<file path="src/core/fpc_pkg.sv">
/*
   constants for the fuse prom programmer / reader controller.
   assumes a 50 MHz mclk; analog switching of the 15 V and 20 V rails is done
   by external drivers steered by the enables this block produces.
*/
package fpc_pkg;
   localparam int unsigned CLK_MHZ        = 50;
   localparam int unsigned ADDR_W         = 8;
   localparam int unsigned DATA_W         = 4;
   localparam int unsigned WORDS          = 256;
   // programming times, as printed
   localparam int unsigned FIRST_PULSE_US = 50;
   localparam int unsigned NEXT_PULSE_MS  = 5;
   localparam int unsigned LINK_LIMIT_MS  = 400;
   localparam int unsigned HEAT_LIMIT_S   = 5;
   localparam int unsigned COOL_S         = 5;
   // edge-to-edge settle, at least 100 ns
   localparam int unsigned SETTLE_NS      = 100;
   // derived cycle counts
   localparam int unsigned FIRST_CYC  = FIRST_PULSE_US * CLK_MHZ;
   localparam int unsigned NEXT_CYC   = NEXT_PULSE_MS * 1000 * CLK_MHZ;
   localparam int unsigned SETTLE_CYC = (SETTLE_NS * CLK_MHZ + 999) / 1000;
   // budgets counted in first-pulse units (50 us each)
   localparam int unsigned NEXT_UNITS  = NEXT_CYC / FIRST_CYC;
   localparam int unsigned LINK_UNITS  = LINK_LIMIT_MS * 1000 / FIRST_PULSE_US;
   localparam int unsigned HEAT_UNITS  = HEAT_LIMIT_S * 1000000 / FIRST_PULSE_US;
   localparam int unsigned COOL_UNITS  = COOL_S * 1000000 / FIRST_PULSE_US;
   localparam int unsigned CNT_W       = 24;
   localparam int unsigned UNIT_W      = 20;

   typedef enum logic [3:0] {
      ST_IDLE   = 4'h0,
      ST_RDSET  = 4'h1,
      ST_RDCAP  = 4'h2,
      ST_PDESEL = 4'h3,
      ST_PVOUT  = 4'h4,
      ST_PPULSE = 4'h5,
      ST_PDROP  = 4'h6,
      ST_PSENSE = 4'h7,
      ST_COOL   = 4'h8,
      ST_VFY    = 4'h9,
      ST_VCAP   = 4'hA,
      ST_DONE   = 4'hB
   } fpc_state_e;
endpackage : fpc_pkg

</file>
<file path="src/core/fpc_ctrl.sv">
/*
   host-side controller for a 256 x 4 fuse prom: single-word reads, one-link
   programming with timed pulses and a verify pass against an image that ends at the first miss.
   assumes external level shifters turn cs1_hv_en into 15 V on chip select 1
   and vprog_en[i] into 20 V on data pin i; dq_in comes from the prom pins.
*/
// Function
// prom holds 256 words of 4 bits, 8-bit address, each bit one-time
// both chip selects low drives stored word onto the outputs
// either chip select high turns outputs off, reads high or float
// intact link reads low, opened reads high; only low goes high
// open one link at a time; 20 V only after cs1 high
// raise cs1 to 15 V, after 50 us drop supply, enable, sense
// still intact: further 5 ms pulses, sensing after each
// intact after 400 ms total: stop, no more work on device; here dev_lock_ff blocks only further programming, reads and verify still run
// repeat the per-link procedure for each bit to set
// cap total programming at 5 s, then 5 s power off
// after programming, read all words and compare to the pattern; verify here stops at the first miss
`timescale 1ns/1ns
module fpc_ctrl (
   // clock and reset
   input  wire logic                       mclk,
   input  wire logic                       resetn,
   // command port
   input  wire logic                       rd_req,
   input  wire logic                       pgm_req,
   input  wire logic                       vfy_req,
   input  wire logic [fpc_pkg::ADDR_W-1:0] cmd_addr,
   input  wire logic [fpc_pkg::DATA_W-1:0] cmd_bit,
   input  wire logic [fpc_pkg::DATA_W-1:0] img_data,
   output logic      [fpc_pkg::ADDR_W-1:0] img_addr,
   output logic                            busy,
   output logic                            done,
   output logic      [fpc_pkg::DATA_W-1:0] rd_data_ff,
   output logic                            fail_ff,
   output logic                            dev_lock_ff,
   output logic      [fpc_pkg::ADDR_W-1:0] miss_addr_ff,
   // prom pins
   output logic      [fpc_pkg::ADDR_W-1:0] prom_addr_ff,
   output logic                            cs1_n_ff,
   output logic                            cs2_n_ff,
   output logic                            cs1_hv_en_ff,
   output logic      [fpc_pkg::DATA_W-1:0] vprog_en_ff,
   output logic                            vcc_off_ff,
   input  wire logic [fpc_pkg::DATA_W-1:0] dq_in
);
   ////////////////////////////////////////////////////////////////////////
   fpc_pkg::fpc_state_e state_ff, nxt_state;
   logic [fpc_pkg::DATA_W-1:0] dq_m_ff, dq_s_ff;
   logic [fpc_pkg::CNT_W-1:0]  tmr_ff;
   logic [fpc_pkg::UNIT_W-1:0] link_units_ff, heat_units_ff, cool_units_ff;
   logic [fpc_pkg::DATA_W-1:0] bit_ff;
   logic                       first_ff;
   logic                       unit_tick;

   // open-collector parts read high and three-state parts float when deselected
   wire tmr_zero   = (tmr_ff == '0);
   wire sense_hit  = |(dq_s_ff & bit_ff);
   wire one_hot    = (cmd_bit != '0) && ((cmd_bit & (cmd_bit - 1'b1)) == '0);
   wire link_over  = (link_units_ff >= fpc_pkg::UNIT_W'(fpc_pkg::LINK_UNITS));
   wire heat_over  = (heat_units_ff >= fpc_pkg::UNIT_W'(fpc_pkg::HEAT_UNITS));
   wire vfy_miss   = (dq_s_ff != img_data);
   wire last_word  = (prom_addr_ff == fpc_pkg::ADDR_W'(fpc_pkg::WORDS - 1));
   // sized to the timer: an unsized wire would hold one bit of the length
   wire [fpc_pkg::CNT_W-1:0] pulse_len = first_ff ? fpc_pkg::CNT_W'(fpc_pkg::FIRST_CYC)
                                                  : fpc_pkg::CNT_W'(fpc_pkg::NEXT_CYC);
   // cooldown counts the same 50 us units as the heat budget
   wire cool_tick  = (state_ff == fpc_pkg::ST_COOL) && tmr_zero;

   assign busy     = (state_ff != fpc_pkg::ST_IDLE) && (state_ff != fpc_pkg::ST_DONE);
   assign done     = (state_ff == fpc_pkg::ST_DONE);
   assign img_addr = prom_addr_ff;
   // every first-pulse length of high voltage is one unit of budget
   assign unit_tick = (state_ff == fpc_pkg::ST_PPULSE)
                      && ((tmr_ff % fpc_pkg::CNT_W'(fpc_pkg::FIRST_CYC)) == '0);

   ////////////////////////////////////////////////////////////////////////
   // pin synchroniser
   always_ff @(posedge mclk) begin
      dq_m_ff <= dq_in;
      dq_s_ff <= dq_m_ff;
   end

   ////////////////////////////////////////////////////////////////////////
   always_comb begin
      nxt_state = state_ff;
      case (state_ff)
         fpc_pkg::ST_IDLE: begin
            if (rd_req)
               nxt_state = fpc_pkg::ST_RDSET;
            else if (pgm_req && one_hot && !dev_lock_ff)
               nxt_state = heat_over ? fpc_pkg::ST_COOL : fpc_pkg::ST_PDESEL;
            else if (vfy_req)
               nxt_state = fpc_pkg::ST_VFY;
         end
         fpc_pkg::ST_RDSET:  if (tmr_zero) nxt_state = fpc_pkg::ST_RDCAP;
         fpc_pkg::ST_RDCAP:  nxt_state = fpc_pkg::ST_DONE;
         fpc_pkg::ST_PDESEL: if (tmr_zero) nxt_state = fpc_pkg::ST_PVOUT;
         fpc_pkg::ST_PVOUT:  if (tmr_zero) nxt_state = fpc_pkg::ST_PPULSE;
         fpc_pkg::ST_PPULSE: if (tmr_zero) nxt_state = fpc_pkg::ST_PDROP;
         fpc_pkg::ST_PDROP:  if (tmr_zero) nxt_state = fpc_pkg::ST_PSENSE;
         fpc_pkg::ST_PSENSE: begin
            if (tmr_zero) begin
               if (sense_hit || link_over)
                  nxt_state = fpc_pkg::ST_DONE;
               else if (heat_over)
                  nxt_state = fpc_pkg::ST_COOL;
               else
                  nxt_state = fpc_pkg::ST_PDESEL;
            end
         end
         fpc_pkg::ST_COOL: begin
            if (cool_units_ff >= fpc_pkg::UNIT_W'(fpc_pkg::COOL_UNITS))
               nxt_state = fpc_pkg::ST_PDESEL;
         end
         fpc_pkg::ST_VFY:   if (tmr_zero) nxt_state = fpc_pkg::ST_VCAP;
         fpc_pkg::ST_VCAP: begin
            if (vfy_miss || last_word)
               nxt_state = fpc_pkg::ST_DONE;
            else
               nxt_state = fpc_pkg::ST_VFY;
         end
         fpc_pkg::ST_DONE:  nxt_state = fpc_pkg::ST_IDLE;
         default:           nxt_state = fpc_pkg::ST_IDLE;
      endcase
   end

   ////////////////////////////////////////////////////////////////////////
   always_ff @(posedge mclk) begin
      if (!resetn)
         state_ff <= fpc_pkg::ST_IDLE;
      else
         state_ff <= nxt_state;
   end

   // timer loads on every state change; settle covers read access as well
   always_ff @(posedge mclk) begin
      if (!resetn)
         tmr_ff <= '0;
      else if (nxt_state != state_ff || state_ff == fpc_pkg::ST_VCAP || cool_tick) begin
         case (nxt_state)
            fpc_pkg::ST_PPULSE: tmr_ff <= pulse_len - 1'b1;
            fpc_pkg::ST_COOL:   tmr_ff <= fpc_pkg::CNT_W'(fpc_pkg::FIRST_CYC - 1);
            default:            tmr_ff <= fpc_pkg::CNT_W'(fpc_pkg::SETTLE_CYC + 2);
         endcase
      end else if (!tmr_zero)
         tmr_ff <= tmr_ff - 1'b1;
   end

   ////////////////////////////////////////////////////////////////////////
   // pin drive: cs2 stays low, cs1 carries select and the 15 V gate
   always_ff @(posedge mclk) begin
      if (!resetn) begin
         cs1_n_ff     <= 1'b1;
         cs2_n_ff     <= 1'b1;
         cs1_hv_en_ff <= 1'b0;
         vprog_en_ff  <= '0;
         vcc_off_ff   <= 1'b0;
      end else begin
         cs2_n_ff     <= 1'b0;
         cs1_n_ff     <= !(nxt_state inside {fpc_pkg::ST_RDSET, fpc_pkg::ST_RDCAP,
                                             fpc_pkg::ST_PSENSE, fpc_pkg::ST_VFY,
                                             fpc_pkg::ST_VCAP});
         // 20 V only to the single chosen output, after cs1 is already high
         vprog_en_ff  <= (nxt_state inside {fpc_pkg::ST_PVOUT, fpc_pkg::ST_PPULSE})
                         ? bit_ff : '0;
         cs1_hv_en_ff <= (nxt_state == fpc_pkg::ST_PPULSE);
         vcc_off_ff   <= (nxt_state == fpc_pkg::ST_COOL);
      end
   end

   ////////////////////////////////////////////////////////////////////////
   always_ff @(posedge mclk) begin
      if (!resetn) begin
         prom_addr_ff  <= '0;
         bit_ff        <= '0;
         first_ff      <= 1'b1;
         link_units_ff <= '0;
         heat_units_ff <= '0;
         cool_units_ff <= '0;
         rd_data_ff    <= '0;
         fail_ff       <= 1'b0;
         dev_lock_ff   <= 1'b0;
         miss_addr_ff  <= '0;
      end else begin
         if (state_ff == fpc_pkg::ST_IDLE && nxt_state != fpc_pkg::ST_IDLE) begin
            prom_addr_ff  <= (nxt_state == fpc_pkg::ST_VFY) ? '0 : cmd_addr;
            bit_ff        <= cmd_bit;
            first_ff      <= 1'b1;
            link_units_ff <= '0;
            fail_ff       <= 1'b0;
         end
         if (unit_tick) begin
            link_units_ff <= link_units_ff + 1'b1;
            heat_units_ff <= heat_units_ff + 1'b1;
         end
         if (state_ff == fpc_pkg::ST_PSENSE && tmr_zero) begin
            first_ff <= 1'b0;
            if (!sense_hit && link_over) begin
               fail_ff     <= 1'b1;
               dev_lock_ff <= 1'b1;
            end
         end
         if (state_ff == fpc_pkg::ST_COOL) begin
            if (tmr_zero && cool_units_ff < fpc_pkg::UNIT_W'(fpc_pkg::COOL_UNITS)) begin
               cool_units_ff <= cool_units_ff + 1'b1;
            end
            if (nxt_state != fpc_pkg::ST_COOL) begin
               heat_units_ff <= '0;
               cool_units_ff <= '0;
            end
         end
         if (state_ff == fpc_pkg::ST_RDCAP)
            rd_data_ff <= dq_s_ff;
         if (state_ff == fpc_pkg::ST_VCAP) begin
            rd_data_ff <= dq_s_ff;
            if (vfy_miss) begin
               fail_ff      <= 1'b1;
               miss_addr_ff <= prom_addr_ff;
            end else if (!last_word)
               prom_addr_ff <= prom_addr_ff + 1'b1;
         end
      end
   end
endmodule : fpc_ctrl

</file>
<file path="config.mk">
export PLATFORM = sky130hd
export DESIGN_NAME = fpc_ctrl
export DESIGN_NICKNAME = d
export VERILOG_FILES = /design/src/core/fpc_pkg.sv /design/src/core/fpc_ctrl.sv
export SDC_FILE = /design/constraint.sdc
export NUM_CORES = 1
export LEC_CHECK = 0
export BUFFER_PORTS_ARGS = -buffer_cell sky130_fd_sc_hd__buf_2
export CAP_MARGIN = 20
export CORE_ASPECT_RATIO = 0.7
export CORE_MARGIN = 1
export CORE_UTILIZATION = 30
export CTS_BUF_LIST = sky130_fd_sc_hd__clkbuf_4 sky130_fd_sc_hd__clkbuf_8
export DETAILED_ROUTE_END_ITERATION = 10
export PLACE_DENSITY = 0.44
export SYNTH_ARGS = -nofsm -noshare
export SYNTH_HDL_FRONTEND = slang
export SYNTH_SLANG_ARGS = --single-unit
</file>
<file path="constraint.sdc">
create_clock -name mclk -period 17.6 [get_ports mclk]
set_input_delay 1.76 -clock mclk [delete_from_list [all_inputs] [get_ports mclk]]
set_output_delay 1.76 -clock mclk [all_outputs]
set_load 0.02 [all_outputs]
</file>
======== Word-level counts from Yosys, hierarchy flattened ========
Index checks and enable logic that the tools add are counted.
word-level totals
  word-level logic and storage cells ...... 134
  bits in registers ....................... 131
operators by class
  bitwise gates (word level) .............. 2
  $lt $le $gt $ge ......................... 4
  reduce and logical (&&, ||, !) cells .... 35
  divide/modulo/power cells ............... 1
  $add $sub $neg .......................... 7
  equal/unequal tests ..................... 25
  muxes and demuxes ....................... 41
operators with widths
  cell                      number
  $mux W20                  7
  $add A20 B1 Y20 const B   3
  $mux W4                   15
  $logic_not A24 Y1         2
  $mux W24                  2
  $pmux W24 S2              1
  $pmux W4 S11              1
  $ge A20 B17 Y1 const B    2
  $mux W8                   5
  $eq A4 B3 Y1 const B      7
  $eq A4 B4 Y1 const B      7
  $mod A24 B12 Y24 const B  1
  $sub A24 B1 Y24 const B   1
  $ge A20 B13 Y1 const B    1
  $lt A20 B17 Y1 const B    1
  $sub A18 B1 Y19 const B   1
  $mux W18                  1
  $eq A4 B2 Y1 const B      3
  $reduce_bool A4 Y1        3
  $logic_and A1 B1 Y1       10
  $reduce_bool A2 Y1        5
  $add A8 B1 Y8 const B     1
  $and A4 B4 Y4             2
  $eq A4 B1 Y1 const B      2
  13 further kinds          31

======== Longest topological paths before layout ========
Gate-level depths: netlist of the first run.
  depth in word-level cells ............... 16
  depth in mapped cells ................... 55
  mapped depth without buffers ............ 42

======== Worst setup path after synthesis of the first run ========
No wires, ideal clock.
  path type ............................... reg2reg
  start ................................... register tmr_ff[15] in the netlist's numbering
  end ..................................... register link_units_ff[0] in the netlist's numbering
  required time ........................... 17486 ps
  path buffers ............................ 7
  arrival time ............................ 12141 ps
  stages on the path, launching flop included .. 49
  library setup time ...................... 114 ps
  slack ................................... 5345 ps
  path through ............................ dfxtp_1 buf_4 o41a_1 a211oi_2 or3_1 buf_2 o21ai_0 a221oi_1 nand4_1 nand3_1 mux2_1 nor4_2 a21oi_1 o21ai_0 a2bb2o_1 or3_4 and2_4 or3_4 [... 13 more ...] a211oi_1 or4_4 o21ai_4 xnor2_1 nor4_1 a221o_1 a21oi_2 o21bai_4 buf_6 a21o_1 o2bb2ai_1 or4b_1 o31a_1 a211o_1 and3_1 clkbuf_1 buf_2 a21o_1
between the ends
  word-level cells in the longest chain between the ends .. 6
  elaborated cells between the ends (all ways) .. 16
ends and longest elaborated chain
  element                                                                   line             RTL
  start: declaration                                                        fpc_ctrl.sv:50   logic [fpc_pkg::CNT_W-1:0] tmr_ff;
  start signal: assignment                                                  fpc_ctrl.sv:142  fpc_pkg::ST_PPULSE: tmr_ff <= pulse_len - 1'b1;
  start signal: assignment                                                  fpc_ctrl.sv:143  fpc_pkg::ST_COOL: tmr_ff <= fpc_pkg::CNT_W'(fpc_pkg::FIRST_CYC - 1);
  start signal: assignment                                                  fpc_ctrl.sv:144  default: tmr_ff <= fpc_pkg::CNT_W'(fpc_pkg::SETTLE_CYC + 2);
  parallel branches: the longest is 6 deep, another holds $mod A24 B12 Y24  n/a
  end signal: assignment                                                    fpc_ctrl.sv:194  link_units_ff <= link_units_ff + 1'b1;
  end: declaration                                                          fpc_ctrl.sv:51   logic [fpc_pkg::UNIT_W-1:0] link_units_ff, heat_units_ff, cool_units_ff;
Several ways; the timed one is not identified.
A chain may end at the register's enable or synchronous reset.

======== Worst setup path after layout of the first run ========
  start ................................... register tmr_ff[23] in the netlist's numbering
  end ..................................... register link_units_ff[2] in the netlist's numbering
Same word-level chain as after synthesis.

==> results of run 1 <==
==> final cells by class <==
class                   instances  area, sq um
fillers                      4040        25100
multi-input cells            1295         8410
flip-flops and latches        131         2620
well taps                     488          611
repair buffers                 68          350
clock buffers                  17          234
inverters                      42          158
clock inverters                15          154
diodes                          1         2.50
==> stage by stage <==
stage,std cells,setup slack (ps),utilization
finish,2057,2100,0.333
CTS,2056,2250,0.333
detailed placement,2024,2340,0.323
global route,2056,800,0.333
global placement,2024,2350,0.323
floorplan,1554,5340,-
==> synthesized netlist by cell type (15+ instances only) <==
cell type / instances
nand4_1: 18
a21oi_1: 111
a211o_1: 17
a211oi_1: 15
dfxtp_1: 131
nor2b_1: 19
nor3_1: 62
inv_1: 40
nor2_1: 180
o211ai_1: 20
xnor2_1: 55
nand2_1: 139
xor2_1: 38
and3_1: 35
buf_2: 17
o31ai_1: 17
clkbuf_1: 46
a21o_1: 15
o21a_1: 15
nor4_1: 22
o21ai_0: 77
or3_1: 28
mux2i_1: 31
nand3_1: 51
==> layout by cell type, fill, tap and decap left out, types with 17 or more instances in the layout <==
master    instances
o31ai_1          17
xor2_1           38
inv_1            40
or3_1            28
a21oi_1         111
o211ai_1         20
buf_2            64
and3_1           35
clkbuf_8         17
nand3_1          51
dfxtp_1         131
nand2_1         139
o21ai_0          75
mux2i_1          31
xnor2_1          55
nor4_1           22
nand4_1          18
a211o_1          17
nor3_1           62
nor2_1          180
nor2b_1          19
==> worst register-to-register path: cells and delay by family (launching register included) <==
| kind | cells | cell delay [ps] |
|---|---|---|
| flip-flops | 1 | 780 |
| buffers and inverters | 1 | 240 |
| AO/OA/AOI/OAI | 24 | 8660 |
| AND/OR/NAND/NOR | 15 | 5110 |
| XOR/XNOR | 2 | 550 |
==> state kept, by name, indices dropped and copies added, names as in the netlist, 4 cells and up <==
| name | count |
|---|---|
| bit_ff | 4 |
| cool_units_ff | 20 |
| dq_m_ff | 4 |
| dq_s_ff | 4 |
| heat_units_ff | 20 |
| img_addr | 8 |
| link_units_ff | 20 |
| miss_addr_ff | 8 |
| rd_data_ff | 4 |
| state_ff | 4 |
| tmr_ff | 24 |
| vprog_en_ff | 4 |
==> kinds of logic after synthesis <==
family	count (synthesis)
buffers and inverters	128
and+or+nand+nor	668
muxes	38
xor gates and xnor gates	96
AOI/OAI and AO/OA	484
DFF	131
adders and majority gates	9
==> worst max path at each step <==
stage | slack [ps] | to | depth (start not counted)
2_1_floorplan | 5340 | link_units_ff[0] | 48
3_3_place_gp | 2350 | link_units_ff[9] | 41
3_5_place_dp | 2340 | link_units_ff[19] | 41
4_1_cts | 2250 | link_units_ff[2] | 41
5_1_grt | 800 | link_units_ff[2] | 42
6_report | 2100 | link_units_ff[2] | 42
==> per-layer routing <==
metal | track usage | part of all wire | vias up
met1 | 0.278 | 0.57 | 5334
li1 | - | - | 5809
met4 | 0.0210 | 0.0032 | 2
met5 | 0 | 0.00029 | -
met3 | 0.0305 | 0.050 | 14
met2 | 0.223 | 0.38 | 281
==> out/metrics.yaml, run 1 <==
synthSimpleGateAreaFrac: 0.296
synth_xor_area_frac: 0.0753
vias: 11400
final_nets: 1588
rr_worst_depth: 42
grt_usage: 0.169
fin_worst_skew_ps: 21.4
fp.dieW_um: 237
synth_cells: 1554
htree_levels: 4
critPathSlowestCell: "a311oi_1"
ys.flop_type: "dfxtp_1"
timing.rr.end: "link_units_ff[2]"
setup_viol: 0
rsz0062_at_grt: "no"
postCtsSetupRepairBufs: 0
fp.dieH_um: 167
ys_seq_area_frac: 0.226
period_share: 0.881
fmax_ghz: 0.0645
ios: 65
max_cap_violations: 0
relSlewSlack: 0.332
clk_pin_slew_ps: 100
clock_sinks: 131
cts_hold_buf: 0
num_rows: 59
fin_area_sq_mm: 0.0125
synth_top_family_by_area: "compound AO/OA/AOI/OAI gates"
cts_tree: "yes"
path_class: "flip-flop to flip-flop"
crit_family: "compound AO/OA/AOI/OAI gates"
worstHoldPathType: "flip-flop to flip-flop"
whs_ps: 337
r2r-start: "tmr_ff[23]"
grt_antenna_before_repair: 2
first_pass_iters: 5
worst_setup_path_start_kind: "flip-flop"
cp.arrival_ps: 15830
synth_top_area_frac: 0.226
cts_resized: 0
rrSetupSlack_ps: 2100
tns_ps: 0
initial_utilization: 0.308
tightest_slew_ps: 1000
outcome: "complete, no violations"
drt_iter0_markers: 926
dieArea_sq_mm: 0.0395
synth-seq-cells: 131
root_buffer: "clkbuf_8"
grt_pass1_wl_um: 55600
maxSlewViolCount: 0
place_area_sq_mm: 0.0122
cp-startpoint: "tmr_ff[23]"
cp_common_cell: "nor2_1"
gr-total-overflow: 0
route.detailed.wl_per_inst_um: 16.5
hold_viol: 0
syn-cell-area_sq_mm: 0.0116
crit_required_ps: 17930
drcViolationCount: 0
synth_top_area_cell: "dfxtp_1"
synth-edff-count: 0
drt_wl_total_um: 33900
hold_depth: 0
finalCriticalPeriod_ps: 15500
cts_buffer_depth: 2
yosysWarnings: 0
gp_congestion: 0.845
min_to: "dq_s_ff[1]"
ant_nets: 0
first_global_vias: 10300
cts_buffers: 17
synth-compound-area-share: 0.309
holdCritStartpoint: "dq_m_ff[1]"
area.growth.synth_to_final_pct: 8.03
synthAdderAreaFrac: 0.00948
synth_fp_nets: 1587
core_sq_mm: 0.0376
synth_area_leaders: "dfxtp_1 23%, nor2_1 5.8%, a21oi_1 4.8%"
syn_avg_cell_area_sq_um: 7.47
grt_max_degree: 39
crit_buf_inv: 1
critPathMaxFanout: 38
drive_gt1_frac: 0.120
io_buffers: 64
hpwlAfterDp_um: 25400
async_reset_ff_frac: 0
synth_cell_types: 128
synth_mux_area_frac: 0.0335
slowest_delay_ps: 790
clk_latency_ps: 450
setup.worst_path.end_class: "flip-flop"
vias_per_cell: 5.56
Power of run 1 is not shown: default switching activity piles up to over one toggle a cycle in this logic, so the estimate is an artifact.
==> inputs of run 2 (changes only) <==
Clock period 17.6 ns to 15.38 ns, I/O delays scaled along.
==> out/metrics.yaml, run 2 (synthesis results as in run 1) <==
largest_register: "tmr_ff"  # unchanged
drive_gt1_frac: 0.136  # was 0.120
ant_nets: 0  # unchanged
num_rows: 59  # unchanged
grt_usage: 0.171  # was 0.169
cts_tree: "yes"  # unchanged
fin_worst_skew_ps: 15.1  # was 21.4 ps
critPathMaxFanout: 26  # was 38
cp.arrival_ps: 14670  # was 15830 ps
final_common_cell: "nor2_1"  # unchanged
route.detailed.wl_per_inst_um: 16.3  # was 16.5 um
gp_congestion: 0.837  # was 0.845
hpwlAfterDp_um: 25300  # was 25400 um
largest_reg_flops: 24  # unchanged
clk_latency_ps: 450  # about the same
final_cell_mix: "180 x nor2_1, 139 x nand2_1, 127 x dfxtp_1, 110 x a21oi_1, 75 x o21ai_0"  # was 180 x nor2_1, 139 x nand2_1, 131 x dfxtp_1, 111 x a21oi_1, 75 x o21ai_0
gr-total-overflow: 0  # unchanged
rsz0062_at_grt: "no"  # unchanged
period_share: 0.930  # was 0.881
timing.final.ws_setup_ps: 1080  # was 2100 ps
critPathSlowestCell: "or4_1"  # was a311oi_1
first_pass_iters: 5  # unchanged
worstHoldPathType: "flip-flop to flip-flop"  # unchanged
core_sq_mm: 0.0376  # unchanged
drt_wl_total_um: 33700  # was 33900 um
finalCriticalPeriod_ps: 14300  # was 15500 ps
fmax_ghz: 0.0700  # was 0.0645 GHz
grt_antenna_before_repair: 2  # unchanged
max_cap_violations: 0  # unchanged
grt_pass1_wl_um: 56300  # was 55600 um
root_buffer: "clkbuf_8"  # unchanged
first_global_vias: 10400  # was 10300
worst_setup_path_start_kind: "flip-flop"  # unchanged
htree_levels: 4  # unchanged
initial_utilization: 0.308  # unchanged
drt_iter0_markers: 999  # was 926
io_buffers: 64  # unchanged
vias_per_cell: 5.53  # was 5.56
dieArea_sq_mm: 0.0395  # unchanged
relSlewSlack: 0.343  # was 0.332
slowest_delay_ps: 690  # was 790 ps
hold_viol: 0  # unchanged
tns_ps: 0  # unchanged
n_antenna_cell: 0  # was 1
drcViolationCount: 0  # unchanged
ios: 65  # unchanged
path_class: "flip-flop to flip-flop"  # unchanged
cts_buffers: 17  # unchanged
setup_viol: 0  # unchanged
pre_cts_slack_ps: 388  # was 2340 ps
maxSlewViolCount: 0  # unchanged
setup.worst_path.end_class: "flip-flop"  # unchanged
final_nets: 1599  # was 1588
vias: 11400  # about the same
grt_max_degree: 39  # unchanged
outcome: "complete, no violations"  # unchanged
cts_buffer_depth: 2  # unchanged
fp.dieW_um: 237  # unchanged
crit_required_ps: 15750  # was 17930 ps
area.growth.synth_to_final_pct: 9.60  # was 8.03%
clk_pin_slew_ps: 100  # about the same
postCtsSetupRepairBufs: 0  # unchanged
clock_sinks: 131  # unchanged
tightest_slew_ps: 979  # was 1000 ps
fp.dieH_um: 167  # unchanged
==> run 2: timing repair <==
item | CTS | global route
hold buffers | 0 | 0
setup endpoints to repair | 0 | 40
gates resized for setup | 0 | 19
==> run 2: through the flow <==
step / hold WS, ps / instances / utilization / cell area, sq um
CTS: 339 / 2067 / 0.335 / 12600
floorplan: 310 / 1554 / - / 11600
global placement: 310 / 2035 / 0.325 / 12200
finish: 336 / 2067 / 0.338 / 12700
detailed placement: 315 / 2035 / 0.325 / 12200
global route: 343 / 2067 / 0.338 / 12700
==> run 2: final cells by class <==
class,instances,area [sq um]
Tap cell,488,611
Clock inverter,15,160
Inverter,42,158
Sequential cell,131,2630
Fill cell,4015,24900
Multi-Input combinational cell,1295,8500
Timing Repair Buffer,79,433
Clock buffer,17,234
==> run 2: metal layers <==
metal  track usage  part of all wire  wire, um
met1         0.281              0.57     19200
met4        0.0261            0.0034       116
met5             0           0.00030        10
met2         0.224              0.38     12700
met3        0.0302             0.052      1740
==> run 2: critical path, delay by kind of cell (launching register included) <==
family,cells,cell delay (ps)
xor+xnor,2,550
simple gates,19,7480
compound gates,20,5460
buf+inv,1,220
flops,1,470
==> run 2: worst paths after layout <==
check                                start                 to  slack, ps  cells after the start
worst max-delay path            tmr_ff[16]  heat_units_ff[16]       1080                     42
worst min-delay path            dq_m_ff[0]         dq_s_ff[0]        340                      0
worst max register to register  tmr_ff[16]  heat_units_ff[16]       1080                     42
worst min register to register  dq_m_ff[0]         dq_s_ff[0]        340                      0
Power of run 2 is left out for the same reason.
==> inputs of run 3 (changes only) <==
Settings changed: PLACE_DENSITY 0.44 to not set, PLACE_DENSITY_LB_ADDON set to 0.08, SKIP_CTS_REPAIR_TIMING set to 1.
==> out/metrics.yaml, run 3 (synthesis results as in run 1) <==
outcome: "complete, no violations"  # unchanged
finalCriticalPeriod_ps: 14340  # was 14300 ps
worst_setup_path_start_kind: "flip-flop"  # unchanged
worstHoldPathType: "flip-flop to flip-flop"  # unchanged
rrSetupSlack_ps: 1040  # was 1080 ps
final_nets: 1606  # was 1599
setup_viol: 0  # unchanged
drive_gt1_frac: 0.146  # was 0.136
ant_nets: 0  # unchanged
hold_viol: 0  # unchanged
first_pass_iters: 5  # unchanged
grt_usage: 0.176  # was 0.171
fp.dieW_um: 237  # unchanged
fp.dieH_um: 167  # unchanged
fin_worst_skew_ps: 20.0  # was 15.1 ps
clock_sinks: 131  # unchanged
gr-total-overflow: 0  # unchanged
cp.arrival_ps: 14720  # was 14670 ps
tightest_slew_ps: 1030  # was 979 ps
crit_required_ps: 15750  # about the same
dieArea_sq_mm: 0.0395  # unchanged
min_to: "dq_s_ff[0]"  # unchanged
drcViolationCount: 0  # unchanged
rsz0062_at_grt: "no"  # unchanged
cts_buffer_depth: 2  # unchanged
grt_antenna_before_repair: 1  # was 2
drt_wl_total_um: 35000  # was 33700 um
cts_buffers: 17  # unchanged
path_class: "flip-flop to flip-flop"  # unchanged
first_global_vias: 10500  # was 10400
io_buffers: 64  # unchanged
gp_congestion: 0.846  # was 0.837
tns_ps: 0  # unchanged
vias: 11500  # was 11400
max_cap_violations: 0  # unchanged
relSlewSlack: 0.311  # was 0.343
critPathSlowestCell: "or4_1"  # unchanged
timing.rr.end: "heat_units_ff[16]"  # unchanged
slowest_delay_ps: 710  # was 690 ps
cp_common_cell: "a221o_1"
critPathMaxFanout: 28  # was 26
grt_pass1_wl_um: 57400  # was 56300 um
setup.worst_path.end_class: "flip-flop"  # unchanged
largest_reg_flops: 24  # unchanged
core_sq_mm: 0.0376  # unchanged
num_rows: 59  # unchanged
rr_worst_depth: 42  # unchanged
clk_pin_slew_ps: 90  # was 100 ps
final_common_cell: "nor2_1"  # unchanged
n_antenna_cell: 0  # unchanged
initial_utilization: 0.308  # unchanged
vias_per_cell: 5.56  # was 5.53
clk_latency_ps: 450  # about the same
hpwlAfterDp_um: 26300  # was 25300 um
largest_register: "tmr_ff"  # unchanged
grt_max_degree: 39  # unchanged
holdCritStartpoint: "dq_m_ff[0]"  # unchanged
htree_levels: 4  # unchanged
root_buffer: "clkbuf_8"  # unchanged
drt_iter0_markers: 704  # was 999
final_cell_mix: "179 x nor2_1, 139 x nand2_1, 125 x dfxtp_1, 108 x a21oi_1, 75 x o21ai_0"  # was 180 x nor2_1, 139 x nand2_1, 127 x dfxtp_1, 110 x a21oi_1, 75 x o21ai_0
fillers: 4065  # was 4015
area.growth.synth_to_final_pct: 10.7  # was 9.60%
maxSlewViolCount: 0  # unchanged
hold_depth: 0  # unchanged
route.detailed.wl_per_inst_um: 16.9  # was 16.3 um
fmax_ghz: 0.0697  # was 0.0700 GHz
period_share: 0.933  # was 0.930
cts_tree: "yes"  # unchanged
r2r-start: "tmr_ff[14]"  # was tmr_ff[16]
ios: 65  # unchanged
## run 3: per-layer routing
metal	global-route usage	part of all wire	up-vias
met5	0	0.00037	-
met4	0.0278	0.0049	2
met3	0.0330	0.052	13
met2	0.225	0.37	263
met1	0.294	0.58	5403
li1	-	-	5852
## run 3: cell type report
type	count	area, sq um	area share
Clock buffer	19	262	0.0203
Clock inverter	13	160	0.0125
Inverter	42	158	0.0123
Multi-Input combinational cell	1295	8550	0.665
Sequential cell	131	2630	0.205
Timing Repair Buffer	86	485	0.0378
Tap cell	488	611	0.0475
## run 3: how the worst max path moves through the flow
| stage | slack [ps] | cells past startpoint | start | endpoint |
|---|---|---|---|---|
| 2_1_floorplan | 3120 | 48 | tmr_ff[15] | link_units_ff[0] |
| 5_1_grt | 30 | 42 | tmr_ff[14] | heat_units_ff[16] |
| 3_5_place_dp | 460 | 41 | tmr_ff[23] | link_units_ff[6] |
| 4_1_cts | 400 | 42 | tmr_ff[23] | link_units_ff[16] |
| 3_3_place_gp | 470 | 41 | tmr_ff[23] | link_units_ff[8] |
| 6_report | 1040 | 42 | tmr_ff[14] | heat_units_ff[16] |
## run 3: per-stage QoR
step | instance area [sq um] | worst slack, ps | hold slack, ps | instances | utilization
2_1_floorplan | 11600 | 3120 | 310 | 1554 | -
3_3_place_gp | 12300 | 474 | 311 | 2040 | 0.326
3_5_place_dp | 12300 | 465 | 312 | 2040 | 0.326
4_1_cts | 12700 | 397 | 335 | 2072 | 0.337
5_1_grt | 12900 | 30.6 | 341 | 2074 | 0.341
6_report | 12900 | 1040 | 333 | 2074 | 0.341
## run 3: critical path, delay by kind of cell, from the launching register on
kind,cells,cell delay (ps)
AO/OA/AOI/OAI,27,7840
buffers and inverters,1,280
flip-flops,1,420
multiplexers,2,650
AND/OR/NAND/NOR,12,5030
Power of run 3 is left out for the same reason.
